**src/rtl/phase_oc_map.svh**
```systemverilog
`ifndef PHASE_OC_MAP_SVH
`define PHASE_OC_MAP_SVH
// timing
`define CLK_PERIOD_NS 10
`define MS_NS         1000000
`define REFRESH_MS    5
`define PREFAULT_MS   20
`define DROPOUT_PCT   23'd97
`define FULL_PCT      23'd100
// register offsets
`define REG_CTRL      8'h00
`define REG_CLEAR     8'h04
`define REG_STATUS    8'h08
`define REG_CNT_START 8'h0c
`define REG_CNT_TRIP  8'h10
`define REG_CNT_BLOCK 8'h14
`define REG_PREFAULT  8'h18
`define REG_STAMP     8'h1c
`define GROUP_BASE    2'h1
// field positions
`define F_MAG_SEL     1:0
`define F_CHAN        2
`define F_GROUP       6:4
`define F_MODE        1:0
`define F_CURVE       3:2
`define F_TIME        31:16
// reset values
`define CTRL_RESET    32'h0000_0001
`define PICKUP_RESET  16'h0078
`define DELAY_RESET   32'h0028_0001
`endif

```
**src/rtl/phase_oc_pkg.sv**
```systemverilog
package phase_oc_pkg;
  typedef logic [15:0] mag_t;
  typedef enum logic [1:0] {MAG_RMS = 2'h1, MAG_TRUE_RMS = 2'h2, MAG_PEAK = 2'h3} mag_sel_e;
  typedef enum logic [1:0] {MODE_INSTANT = 2'h0, MODE_DT = 2'h1, MODE_IDMT = 2'h2} delay_e;
  typedef enum logic [3:0] {ST_IDLE = 4'h1, ST_START = 4'h2, ST_TRIP = 4'h4, ST_BLOCK = 4'h8} prot_state_e;
  typedef struct packed {
    mag_t rms;
    mag_t true_rms;
    mag_t peak_to_peak;
  } phase_mag_s;
  typedef phase_mag_s [2:0] three_phase_t;
  typedef struct packed {
    logic        valid;
    logic        start_chg;
    logic        trip_chg;
    logic        block_chg;
    logic        start;
    logic        trip;
    logic        blocked;
    logic [31:0] stamp;
  } event_s;
endpackage : phase_oc_pkg

```
**src/rtl/phase_overcurrent_front_end.sv**
```systemverilog
// Decided for this implementation: the address-and-strobe port and the placing of the registers.
`timescale 1ns/1ps
`include "phase_oc_map.svh"
// Function
// - magnitude selectable: RMS, true RMS, peak-to-peak
// - peak-to-peak taken from raw samples
// - eight parameter groups, one common selector
// - group and blocking change live
// - instant, definite or inverse time delay
// - saturation check keeps pick-up correct
// - fixed processing order per refresh
// - three phases, one common pick-up
// - start, trip, blocked outputs provided
// - time-stamped event on each output edge
// - instant mode: start and trip together
// - event stamps have millisecond resolution
// - clearable start, trip, blocked counters
// - pre-fault value is 20 ms average
// - input channel chosen by setting
// - pick up any phase, drop at 97%
// - start only while blocking inactive
// - selection codes 1, 2, 3
module phase_overcurrent_front_end #(
  parameter int                 MS_CYCLES = `MS_NS / `CLK_PERIOD_NS,
  parameter phase_oc_pkg::mag_t SAT_LEVEL = 16'hff00,
  parameter int                 CNT_W     = 16
) (
  // clock and reset
  input  wire logic                       clk,
  input  wire logic                       rst,
  // register port
  input  wire logic [7:0]                 addr,
  input  wire logic [31:0]                wdata,
  input  wire logic                       wr_en,
  input  wire logic                       rd_en,
  output logic [31:0]                     rdata,
  // measurement source
  input  wire phase_oc_pkg::three_phase_t meas_ch0,
  input  wire phase_oc_pkg::three_phase_t meas_ch1,
  input  wire logic                       meas_valid,
  input  wire logic signed [15:0]         raw_a,
  input  wire logic signed [15:0]         raw_b,
  input  wire logic signed [15:0]         raw_c,
  input  wire logic                       raw_valid,
  // blocking pin
  input  wire logic                       block_in,
  // protection outputs
  output logic                            start_out,
  output logic                            trip_out,
  output logic                            blocked_out,
  output phase_oc_pkg::event_s            event_out,
  output phase_oc_pkg::mag_t              prefault
);
  localparam int DIV_W  = $clog2(MS_CYCLES);
  localparam int HIST_N = `PREFAULT_MS / `REFRESH_MS;

  // ****************************************
  // register file
  // ****************************************
  logic [31:0]        ctrl;
  logic [15:0]        pickup_grp [8];
  logic [31:0]        delay_grp  [8];
  wire                wr_ctrl  = wr_en && addr == `REG_CTRL;
  wire                wr_clear = wr_en && addr == `REG_CLEAR;
  wire                grp_hit  = addr[7:6] == `GROUP_BASE;
  wire [2:0]          grp_idx  = addr[5:3];
  wire [2:0]          group    = ctrl[`F_GROUP];
  wire [1:0]          mag_sel  = ctrl[`F_MAG_SEL];
  wire phase_oc_pkg::mag_t pickup_level = pickup_grp[group];
  wire [1:0]          dly_mode  = delay_grp[group][`F_MODE];
  wire [1:0]          dly_curve = delay_grp[group][`F_CURVE];
  wire [15:0]         dly_time  = delay_grp[group][`F_TIME];

  // settings change any time; the function reads the live group each cycle
  always_ff @(posedge clk) begin
    if (rst) begin
      ctrl <= `CTRL_RESET;
      for (int g = 0; g < 8; g++) begin
        pickup_grp[g] <= `PICKUP_RESET;
        delay_grp[g]  <= `DELAY_RESET;
      end
    end else begin
      if (wr_ctrl)
        ctrl <= {25'h0, wdata[6:0]};
      if (wr_en && grp_hit && !addr[2])
        pickup_grp[grp_idx] <= wdata[15:0];
      if (wr_en && grp_hit && addr[2])
        delay_grp[grp_idx] <= wdata;
    end
  end

  // ****************************************
  // time base and blocking input
  // ****************************************
  logic [DIV_W-1:0] div_cnt;
  logic             ms_tick;
  logic [31:0]      ms_count;
  logic [2:0]       blk_sync;
  logic             blk_q;

  // one-cycle enable every millisecond drives stamps and timers
  always_ff @(posedge clk) begin
    if (rst) begin
      div_cnt  <= '0;
      ms_tick  <= 1'b0;
      ms_count <= 32'h0;
    end else begin
      ms_tick <= div_cnt == DIV_W'(MS_CYCLES - 1);
      div_cnt <= (div_cnt == DIV_W'(MS_CYCLES - 1)) ? '0 : div_cnt + 1'b1;
      if (ms_tick)
        ms_count <= ms_count + 32'h1;
    end
  end

  // pin crosses three flops; a change counts once the last two agree
  always_ff @(posedge clk) begin
    if (rst) begin
      blk_sync <= 3'h0;
      blk_q    <= 1'b0;
    end else begin
      blk_sync <= {blk_sync[1:0], block_in};
      if (blk_sync[2] == blk_sync[1])
        blk_q <= blk_sync[2];
    end
  end

  // ****************************************
  // magnitude selection and processing
  // ****************************************
  wire signed [15:0]           raw [3] = '{raw_a, raw_b, raw_c};
  wire phase_oc_pkg::three_phase_t chan = ctrl[`F_CHAN] ? meas_ch1 : meas_ch0;
  logic signed [15:0]          pk_max [3];
  logic signed [15:0]          pk_min [3];
  phase_oc_pkg::mag_t          pp_raw [3];
  phase_oc_pkg::mag_t          sel    [3];
  logic [2:0]                  sat, over, under;
  logic                        v1, v2;
  logic                        picked;

  for (genvar i = 0; i < 3; i++) begin : g_phase
    // peak-to-peak from raw samples, window closes on each refresh
    always_ff @(posedge clk) begin
      if (rst) begin
        pk_max[i] <= 16'sh8000;
        pk_min[i] <= 16'sh7fff;
        pp_raw[i] <= 16'h0;
      end else if (meas_valid) begin
        pp_raw[i] <= 16'(pk_max[i] - pk_min[i]);
        pk_max[i] <= 16'sh8000;
        pk_min[i] <= 16'sh7fff;
      end else if (raw_valid) begin
        if (raw[i] > pk_max[i])
          pk_max[i] <= raw[i];
        if (raw[i] < pk_min[i])
          pk_min[i] <= raw[i];
      end
    end
    wire phase_oc_pkg::mag_t pick_mag =
      (mag_sel == phase_oc_pkg::MAG_TRUE_RMS) ? chan[i].true_rms :
      (mag_sel == phase_oc_pkg::MAG_PEAK)     ? pp_raw[i] : chan[i].rms;
    // stage one selects and flags saturation, stage two compares
    always_ff @(posedge clk) begin
      if (rst) begin
        sel[i]   <= 16'h0;
        sat[i]   <= 1'b0;
        over[i]  <= 1'b0;
        under[i] <= 1'b1;
      end else begin
        if (meas_valid) begin
          sel[i] <= pick_mag;
          sat[i] <= pp_raw[i] >= SAT_LEVEL;
        end
        if (v1) begin
          // a clipped transformer reads low, so saturation counts as over
          over[i]  <= sat[i] || sel[i] > pickup_level;
          under[i] <= !sat[i] && 23'(sel[i]) * `FULL_PCT < 23'(pickup_level) * `DROPOUT_PCT;
        end
      end
    end
  end

  // stage three: pick up on any phase, drop only when all are below 97 %
  always_ff @(posedge clk) begin
    if (rst) begin
      v1     <= 1'b0;
      v2     <= 1'b0;
      picked <= 1'b0;
    end else begin
      v1 <= meas_valid;
      v2 <= v1;
      if (v2 && |over)
        picked <= 1'b1;
      else if (v2 && &under)
        picked <= 1'b0;
    end
  end

  // ****************************************
  // blocking, time delay and outputs
  // ****************************************
  phase_oc_pkg::prot_state_e state, next_state;
  logic [15:0]               timer_ms;
  logic [31:0]               idmt_acc;
  wire phase_oc_pkg::mag_t   sel_max = (sel[0] > sel[1]) ? ((sel[0] > sel[2]) ? sel[0] : sel[2])
                                                         : ((sel[1] > sel[2]) ? sel[1] : sel[2]);
  wire [15:0]                excess = (sel_max > pickup_level) ? sel_max - pickup_level : 16'h0;
  wire                       dt_due   = timer_ms >= dly_time;
  wire                       idmt_due = idmt_acc >= 32'(dly_time) * 32'(pickup_level);
  wire                       due = (dly_mode == phase_oc_pkg::MODE_IDMT) ? idmt_due : dt_due;
  wire                       instant = dly_mode == phase_oc_pkg::MODE_INSTANT;

  // blocking is checked right after pick-up, before the delay; a start only exists while unblocked
  always_comb begin
    next_state = state;
    case (state)
      phase_oc_pkg::ST_IDLE:
        if (picked)
          next_state = blk_q ? phase_oc_pkg::ST_BLOCK :
                       instant ? phase_oc_pkg::ST_TRIP : phase_oc_pkg::ST_START;
      phase_oc_pkg::ST_START:
        if (!picked)
          next_state = phase_oc_pkg::ST_IDLE;
        else if (blk_q)
          next_state = phase_oc_pkg::ST_BLOCK;
        else if (due)
          next_state = phase_oc_pkg::ST_TRIP;
      phase_oc_pkg::ST_TRIP:
        if (!picked)
          next_state = phase_oc_pkg::ST_IDLE;
        else if (blk_q)
          next_state = phase_oc_pkg::ST_BLOCK;
      phase_oc_pkg::ST_BLOCK:
        if (!picked || !blk_q)
          next_state = phase_oc_pkg::ST_IDLE;
      default:
        next_state = phase_oc_pkg::ST_IDLE;
    endcase
  end

  wire next_start = next_state == phase_oc_pkg::ST_START || next_state == phase_oc_pkg::ST_TRIP;
  wire next_trip  = next_state == phase_oc_pkg::ST_TRIP;
  wire next_blk   = next_state == phase_oc_pkg::ST_BLOCK;
  wire [2:0] chg  = {next_start ^ start_out, next_trip ^ trip_out, next_blk ^ blocked_out};

  // outputs and their event word share one edge, so stamps match
  always_ff @(posedge clk) begin
    if (rst) begin
      state       <= phase_oc_pkg::ST_IDLE;
      start_out   <= 1'b0;
      trip_out    <= 1'b0;
      blocked_out <= 1'b0;
      event_out   <= '0;
    end else begin
      state       <= next_state;
      start_out   <= next_start;
      trip_out    <= next_trip;
      blocked_out <= next_blk;
      event_out   <= '{valid: |chg, start_chg: chg[2], trip_chg: chg[1], block_chg: chg[0],
                       start: next_start, trip: next_trip, blocked: next_blk,
                       stamp: ms_count};
    end
  end

  // operate timers run only while started; integral of excess gives inverse time
  always_ff @(posedge clk) begin
    if (rst || state != phase_oc_pkg::ST_START) begin
      timer_ms <= 16'h0;
      idmt_acc <= 32'h0;
    end else if (ms_tick) begin
      if (timer_ms != 16'hffff)
        timer_ms <= timer_ms + 16'h1;
      idmt_acc <= idmt_acc + 32'({excess, 3'h0} >> (2'h3 - dly_curve));
    end
  end

  // ****************************************
  // counters and pre-fault history
  // ****************************************
  logic [CNT_W-1:0]   cnt_start, cnt_trip, cnt_block;
  phase_oc_pkg::mag_t hist [HIST_N];
  logic [17:0]        hist_sum;
  wire [2:0]          clr = wr_clear ? wdata[2:0] : 3'h0;
  wire                up_start = event_out.start_chg && event_out.start;
  wire                up_trip  = event_out.trip_chg && event_out.trip;
  wire                up_block = event_out.block_chg && event_out.blocked;
  wire phase_oc_pkg::mag_t hist_avg = 16'(hist_sum / 18'(HIST_N));

  always_comb begin
    hist_sum = 18'h0;
    for (int k = 0; k < HIST_N; k++)
      hist_sum = hist_sum + 18'(hist[k]);
  end

  // an edge in the clearing cycle still counts: set wins over clear
  always_ff @(posedge clk) begin
    if (rst) begin
      cnt_start <= '0;
      cnt_trip  <= '0;
      cnt_block <= '0;
    end else begin
      cnt_start <= up_start ? (clr[0] ? CNT_W'(1) : cnt_start + 1'b1) : (clr[0] ? '0 : cnt_start);
      cnt_trip  <= up_trip  ? (clr[1] ? CNT_W'(1) : cnt_trip + 1'b1)  : (clr[1] ? '0 : cnt_trip);
      cnt_block <= up_block ? (clr[2] ? CNT_W'(1) : cnt_block + 1'b1) : (clr[2] ? '0 : cnt_block);
    end
  end

  // one entry per 5 ms refresh; the window ends at the start or trip edge
  always_ff @(posedge clk) begin
    if (rst) begin
      for (int k = 0; k < HIST_N; k++)
        hist[k] <= 16'h0;
      prefault <= 16'h0;
    end else begin
      if (v1) begin
        hist[0] <= sel_max;
        for (int k = 1; k < HIST_N; k++)
          hist[k] <= hist[k-1];
      end
      if (up_start || up_trip)
        prefault <= hist_avg;
    end
  end

  // ****************************************
  // read port
  // ****************************************
  wire [31:0] status  = {21'h0, group, state, picked, blocked_out, trip_out, start_out};
  wire [31:0] grp_rd  = addr[2] ? delay_grp[grp_idx] : {16'h0, pickup_grp[grp_idx]};
  wire [31:0] rd_mux  = (addr == `REG_CTRL)      ? ctrl :
                        (addr == `REG_STATUS)    ? status :
                        (addr == `REG_CNT_START) ? 32'(cnt_start) :
                        (addr == `REG_CNT_TRIP)  ? 32'(cnt_trip) :
                        (addr == `REG_CNT_BLOCK) ? 32'(cnt_block) :
                        (addr == `REG_PREFAULT)  ? {16'h0, prefault} :
                        (addr == `REG_STAMP)     ? ms_count :
                        grp_hit                  ? grp_rd : 32'h0;

  // read data stands only in the cycle after the strobe
  always_ff @(posedge clk) begin
    if (rst)
      rdata <= 32'h0;
    else
      rdata <= rd_en ? rd_mux : 32'h0;
  end
endmodule : phase_overcurrent_front_end

```
**config.mk**
```make
export PLATFORM = sky130hd
export DESIGN_NAME = phase_overcurrent_front_end
export DESIGN_NICKNAME = d
export VERILOG_FILES = /design/src/rtl/phase_oc_pkg.sv /design/src/rtl/phase_overcurrent_front_end.sv
export VERILOG_INCLUDE_DIRS = /design/src /design/src/rtl
export SDC_FILE = /design/constraint.sdc
export NUM_CORES = 2
export LEC_CHECK = 0
export BUFFER_PORTS_ARGS = -buffer_cell sky130_fd_sc_hd__buf_2
export CAP_MARGIN = 20
export CORE_AREA = 2 2 543 545
export CTS_CLUSTER_SIZE = 16
export DETAILED_ROUTE_END_ITERATION = 8
export DIE_AREA = 0 0 545 547
export MAX_ROUTING_LAYER = met4
export PLACE_DENSITY_LB_ADDON = 0.3
export SYNTH_ARGS = -nofsm -noshare
export SYNTH_HDL_FRONTEND = slang
export SYNTH_SLANG_ARGS = --single-unit
```
**constraint.sdc**
```tcl
create_clock -name clk -period 9.2 [get_ports clk]
set_clock_uncertainty 0.15 [all_clocks]
set_input_delay 0.46 -clock clk [delete_from_list [all_inputs] [get_ports clk]]
set_output_delay 0.46 -clock clk [all_outputs]
set_load 0.01 [all_outputs]
```
==> flow_metrics.env <==
export IMPL_status="finished clean"
export IMPL_netSwitchingFraction_pct=38.43
export IMPL_synthFlopType="edfxtp_1"
export IMPL_path_class="register to register"
export IMPL_hold_class="primary input to register"
export IMPL_synth_adder_area_share_pct=21.81
export IMPL_antenna_found_initial=24
export IMPL_clock_sinks=903
export IMPL_die_h_um=547
export IMPL_initial_core_util_pct=22.91
export IMPL_worstMarginPinSlew_ps=1122
export IMPL_cp_required_ps=9600
export IMPL_muxShareOfSynthArea_pct=4.597
export IMPL_cts_max_level=3
export IMPL_grt_ovfl_total=0
export IMPL_drc_errors=0
export IMPL_synth_async_sr_flop_share_pct=0
export IMPL_drt_iter0_drc=4373
export IMPL_dp_cells=10952
export IMPL_cp_arrival_ps=9310
export IMPL_fin_crit_ps=8913
export IMPL_critPathCaptureType="register"
export IMPL_highest_layer="met4"
export IMPL_yosysWarnings=0
export IMPL_num_rows=199
export IMPL_postLayoutCellArea_um2=80510
export IMPL_clkSlewWorstSetupHoldPaths_ps=60
export IMPL_hp_start="wdata[4]"
export IMPL_cts_tree="yes"
export IMPL_layout_drive_gt1_share_pct=15.95
export IMPL_wl_met2_mm=109.9
export IMPL_die_x_um=545
export IMPL_grt_max_degree=94
export IMPL_viasPerCell=4.671
export IMPL_drt_wl_total_mm=238.0
export IMPL_grt_pass1_wl_mm=351.5
export IMPL_drv_slew=0
export IMPL_met1_length_mm=107.1
export IMPL_r2r_setup_slack_ps=290
export IMPL_clk_insertion_delay_late_ps=750
export IMPL_sequentialPowerShare_pct=25.4
export IMPL_path_max_fanout=6
export IMPL_stdcell_count=11269
export IMPL_syn_nets=8021
export IMPL_num_io_pins=473
export IMPL_synthSimpleGateAreaFrac_pct=15.83
export IMPL_reg2reg_to="state[1]$_SDFF_PP0_"
export IMPL_setup_violations=0
export IMPL_dr_pass1_iters=6
export IMPL_ys_seq_elements=903
export IMPL_path_common_cell="fa_1"
export IMPL_p_sw_mw=7.047
export IMPL_synth_edf_count=640
export IMPL_whs_path_depth=3
export IMPL_power_frac_clock_pct=24.0
export IMPL_fmax_ghz=0.1122
export IMPL_cts_root_buf="clkbuf_16"
export IMPL_setup_ws_ps=287.1
export IMPL_fp_dieArea_um2=298100
export IMPL_post_dp_cell_area_um2=75290
export IMPL_fp_coreArea_um2=292600
export IMPL_wl_per_cell_um=21.12
export IMPL_crit_path_max_incr_delay_ps=560
export IMPL_hold_viol=0
export IMPL_synth_top_family_by_area="adder cells"
export IMPL_p_comb_share_pct=50.7
export IMPL_syn_to_final_growth_pct=20.11
export IMPL_portBuffers=376
export IMPL_nNetsFinal=8635
export IMPL_vias=52639
export IMPL_wl_met3_mm=13.70
export IMPL_worstRegToRegCells=38
export IMPL_netlist_area_um2=67030
export IMPL_avgSynthCellArea_um2=10.11
export IMPL_hpwlAfterDp_mm=177.5
export IMPL_syn_inst=6633
export IMPL_synth_cell_types=97
export IMPL_finalCritPeriodShare_pct=96.88
export IMPL_cts_max_path_buffers=3
export IMPL_numCtsBuffers=102
export IMPL_grt_pass1_vias=53449
export IMPL_power_density_nw_per_um2=227.7
export IMPL_vdd_drop_max_mv=0.3784
export IMPL_critical_path_slowest_cell="fa_1"
export IMPL_critPathLaunchType="register"
export IMPL_relSlewSlack_pct=24.52
export IMPL_fin_tns_setup_ps=0
export IMPL_synth_compound_area_share_pct=12.34
export IMPL_track_usage_pct=16.13
export IMPL_synth_xor_area_share_pct=3.541
export IMPL_cap_violations=0
export IMPL_gp_congestion=0.9203
export IMPL_p_leak_nw=34.09
export IMPL_p_int_mw=11.29
export IMPL_synth_seq_area_share_pct=36.53
export IMPL_ant_nets=0
export IMPL_pre_cts_ws_ps=-75.91
[critical path, delay by kind of cell (launching register included)]
family | cells | cell delay, ps
AOI/OAI and AO/OA | 11 | 1670
xor gates and xnor gates | 1 | 170
adders and majority gates | 8 | 3600
buffers and inverters | 10 | 1090
DFF | 1 | 410
muxes | 2 | 850
and+or+nand+nor | 6 | 710
[metrics by stage]
step | hold slack (ps) | power, mW | util, %
CTS | 8.771 | 17.87 | 27.26
detailed placement | 291.6 | 13.25 | 25.74
finish | 86.08 | 18.34 | 27.52
global placement | 287.3 | 13.21 | 25.73
global route | 62.93 | 19.79 | 27.52
floorplan | 263.8 | 10.40 | -
[routing by layer]
metal / vias to the layer above / global-route usage [%]
met5: - / -
met4: 0 / 4.575
met3: 340 / 2.225
met2: 1511 / 25.65
met1: 26100 / 21.29
li1: 24688 / -
[flip-flops by register name (all words and copies together) (netlist names), 17 cells and up, named ones only]
signal      cells
pk_min         48
pp_raw         48
hist           64
sel            48
pk_max         48
div_cnt        17
delay_grp     256
event_out      39
idmt_acc       32
pickup_grp    128
rdata          32
ms_count       32
[cells in the mapped netlist (42+ instances only)]
library cell	number	area (um^2)
a211oi_1	125	938.4
a21o_1	120	900.9
xnor2_1	131	1147
a221oi_1	52	455.4
o21ai_0	153	765.7
nand4_1	87	544.3
ha_1	733	9171
nand2_1	370	1389
clkbuf_1	212	795.8
inv_1	641	2406
mux4_2	74	1667
and3_1	42	262.8
edfxtp_1	640	19220
fa_1	272	5445
nand3_1	102	510.5
xor2_1	140	1226
a21oi_1	341	1707
mux2i_1	101	1011
a31oi_1	60	375.4
dfxtp_1	263	5265
and2_1	431	2696
nand2b_1	120	750.7
nor3_1	68	340.3
or3_1	83	519.3
a22oi_1	107	803.3
nor2_1	570	2140
nor2b_1	154	963.4
[cell usage in the layout (no fill, tap or decap), types with 101 or more instances in the layout]
master / count
clkbuf_16: 108
ha_1: 724
inv_1: 616
dfxtp_1: 256
nand2b_1: 119
buf_2: 375
edfxtp_1: 640
and2_1: 428
o21ai_0: 149
nand2_1: 366
a21o_1: 120
nor2_1: 560
a211oi_1: 124
nand3_1: 101
fa_1: 260
nor2b_1: 153
xor2_1: 140
xnor2_1: 131
a22oi_1: 107
buf_4: 298
a21oi_1: 334
[timing repair]
item | CTS | global route
pin swaps | 2 | 76
buffers inserted | 5 | 33
endpoints found under the hold margin | 228 | 0
hold buffers | 68 | 0
gates cloned | 1 | 4
endpoints found under the setup margin | 5 | 5
gates resized for setup | 31 | 104
[power groups by stage]
| stage | sequential (mW) | combinational [mW] | clock [mW] |
|---|---|---|---|
| final | 4.65 | 9.29 | 4.40 |
| after global placement | 4.73 | 8.48 | 0 |
| after detailed placement | 4.74 | 8.52 | 0 |
| after floorplan | 4.69 | 5.71 | 0 |
| after global routing | 4.67 | 10.5 | 4.64 |
| after CTS | 4.65 | 8.72 | 4.50 |
[kinds of logic after synthesis]
family	Yosys count
xor gates and xnor gates	271
muxes	208
adders and majority gates	1005
and+or+nand+nor	2093
AOI/OAI and AO/OA	1218
DFF	903
buffers and inverters	935
[worst max-delay path by stage]
stage	slack, ps	cells after the start	to	start
after floorplan	2	37	event_out[38]$_SDFF_PP0_	register
after global placement	-100	34	event_out[38]$_SDFF_PP0_	register
after detailed placement	-80	35	event_out[38]$_SDFF_PP0_	register
after CTS	20	35	event_out[38]$_SDFF_PP0_	register
after global routing	-50	36	event_out[38]$_SDFF_PP0_	register
final	290	38	state[1]$_SDFF_PP0_	register
[layout make-up]
class | count | area [um^2]
antenna | 15 | 37.54
clock buffer | 130 | 2815
clock inverter | 62 | 762.0
fill | 30675 | 212000
inverter | 655 | 2480
multi-input combinational | 4795 | 39400
sequential | 903 | 24500
tap | 3919 | 4903
timing repair buffer | 790 | 5619
No activity file was read; power rests on OpenSTA's default activity.
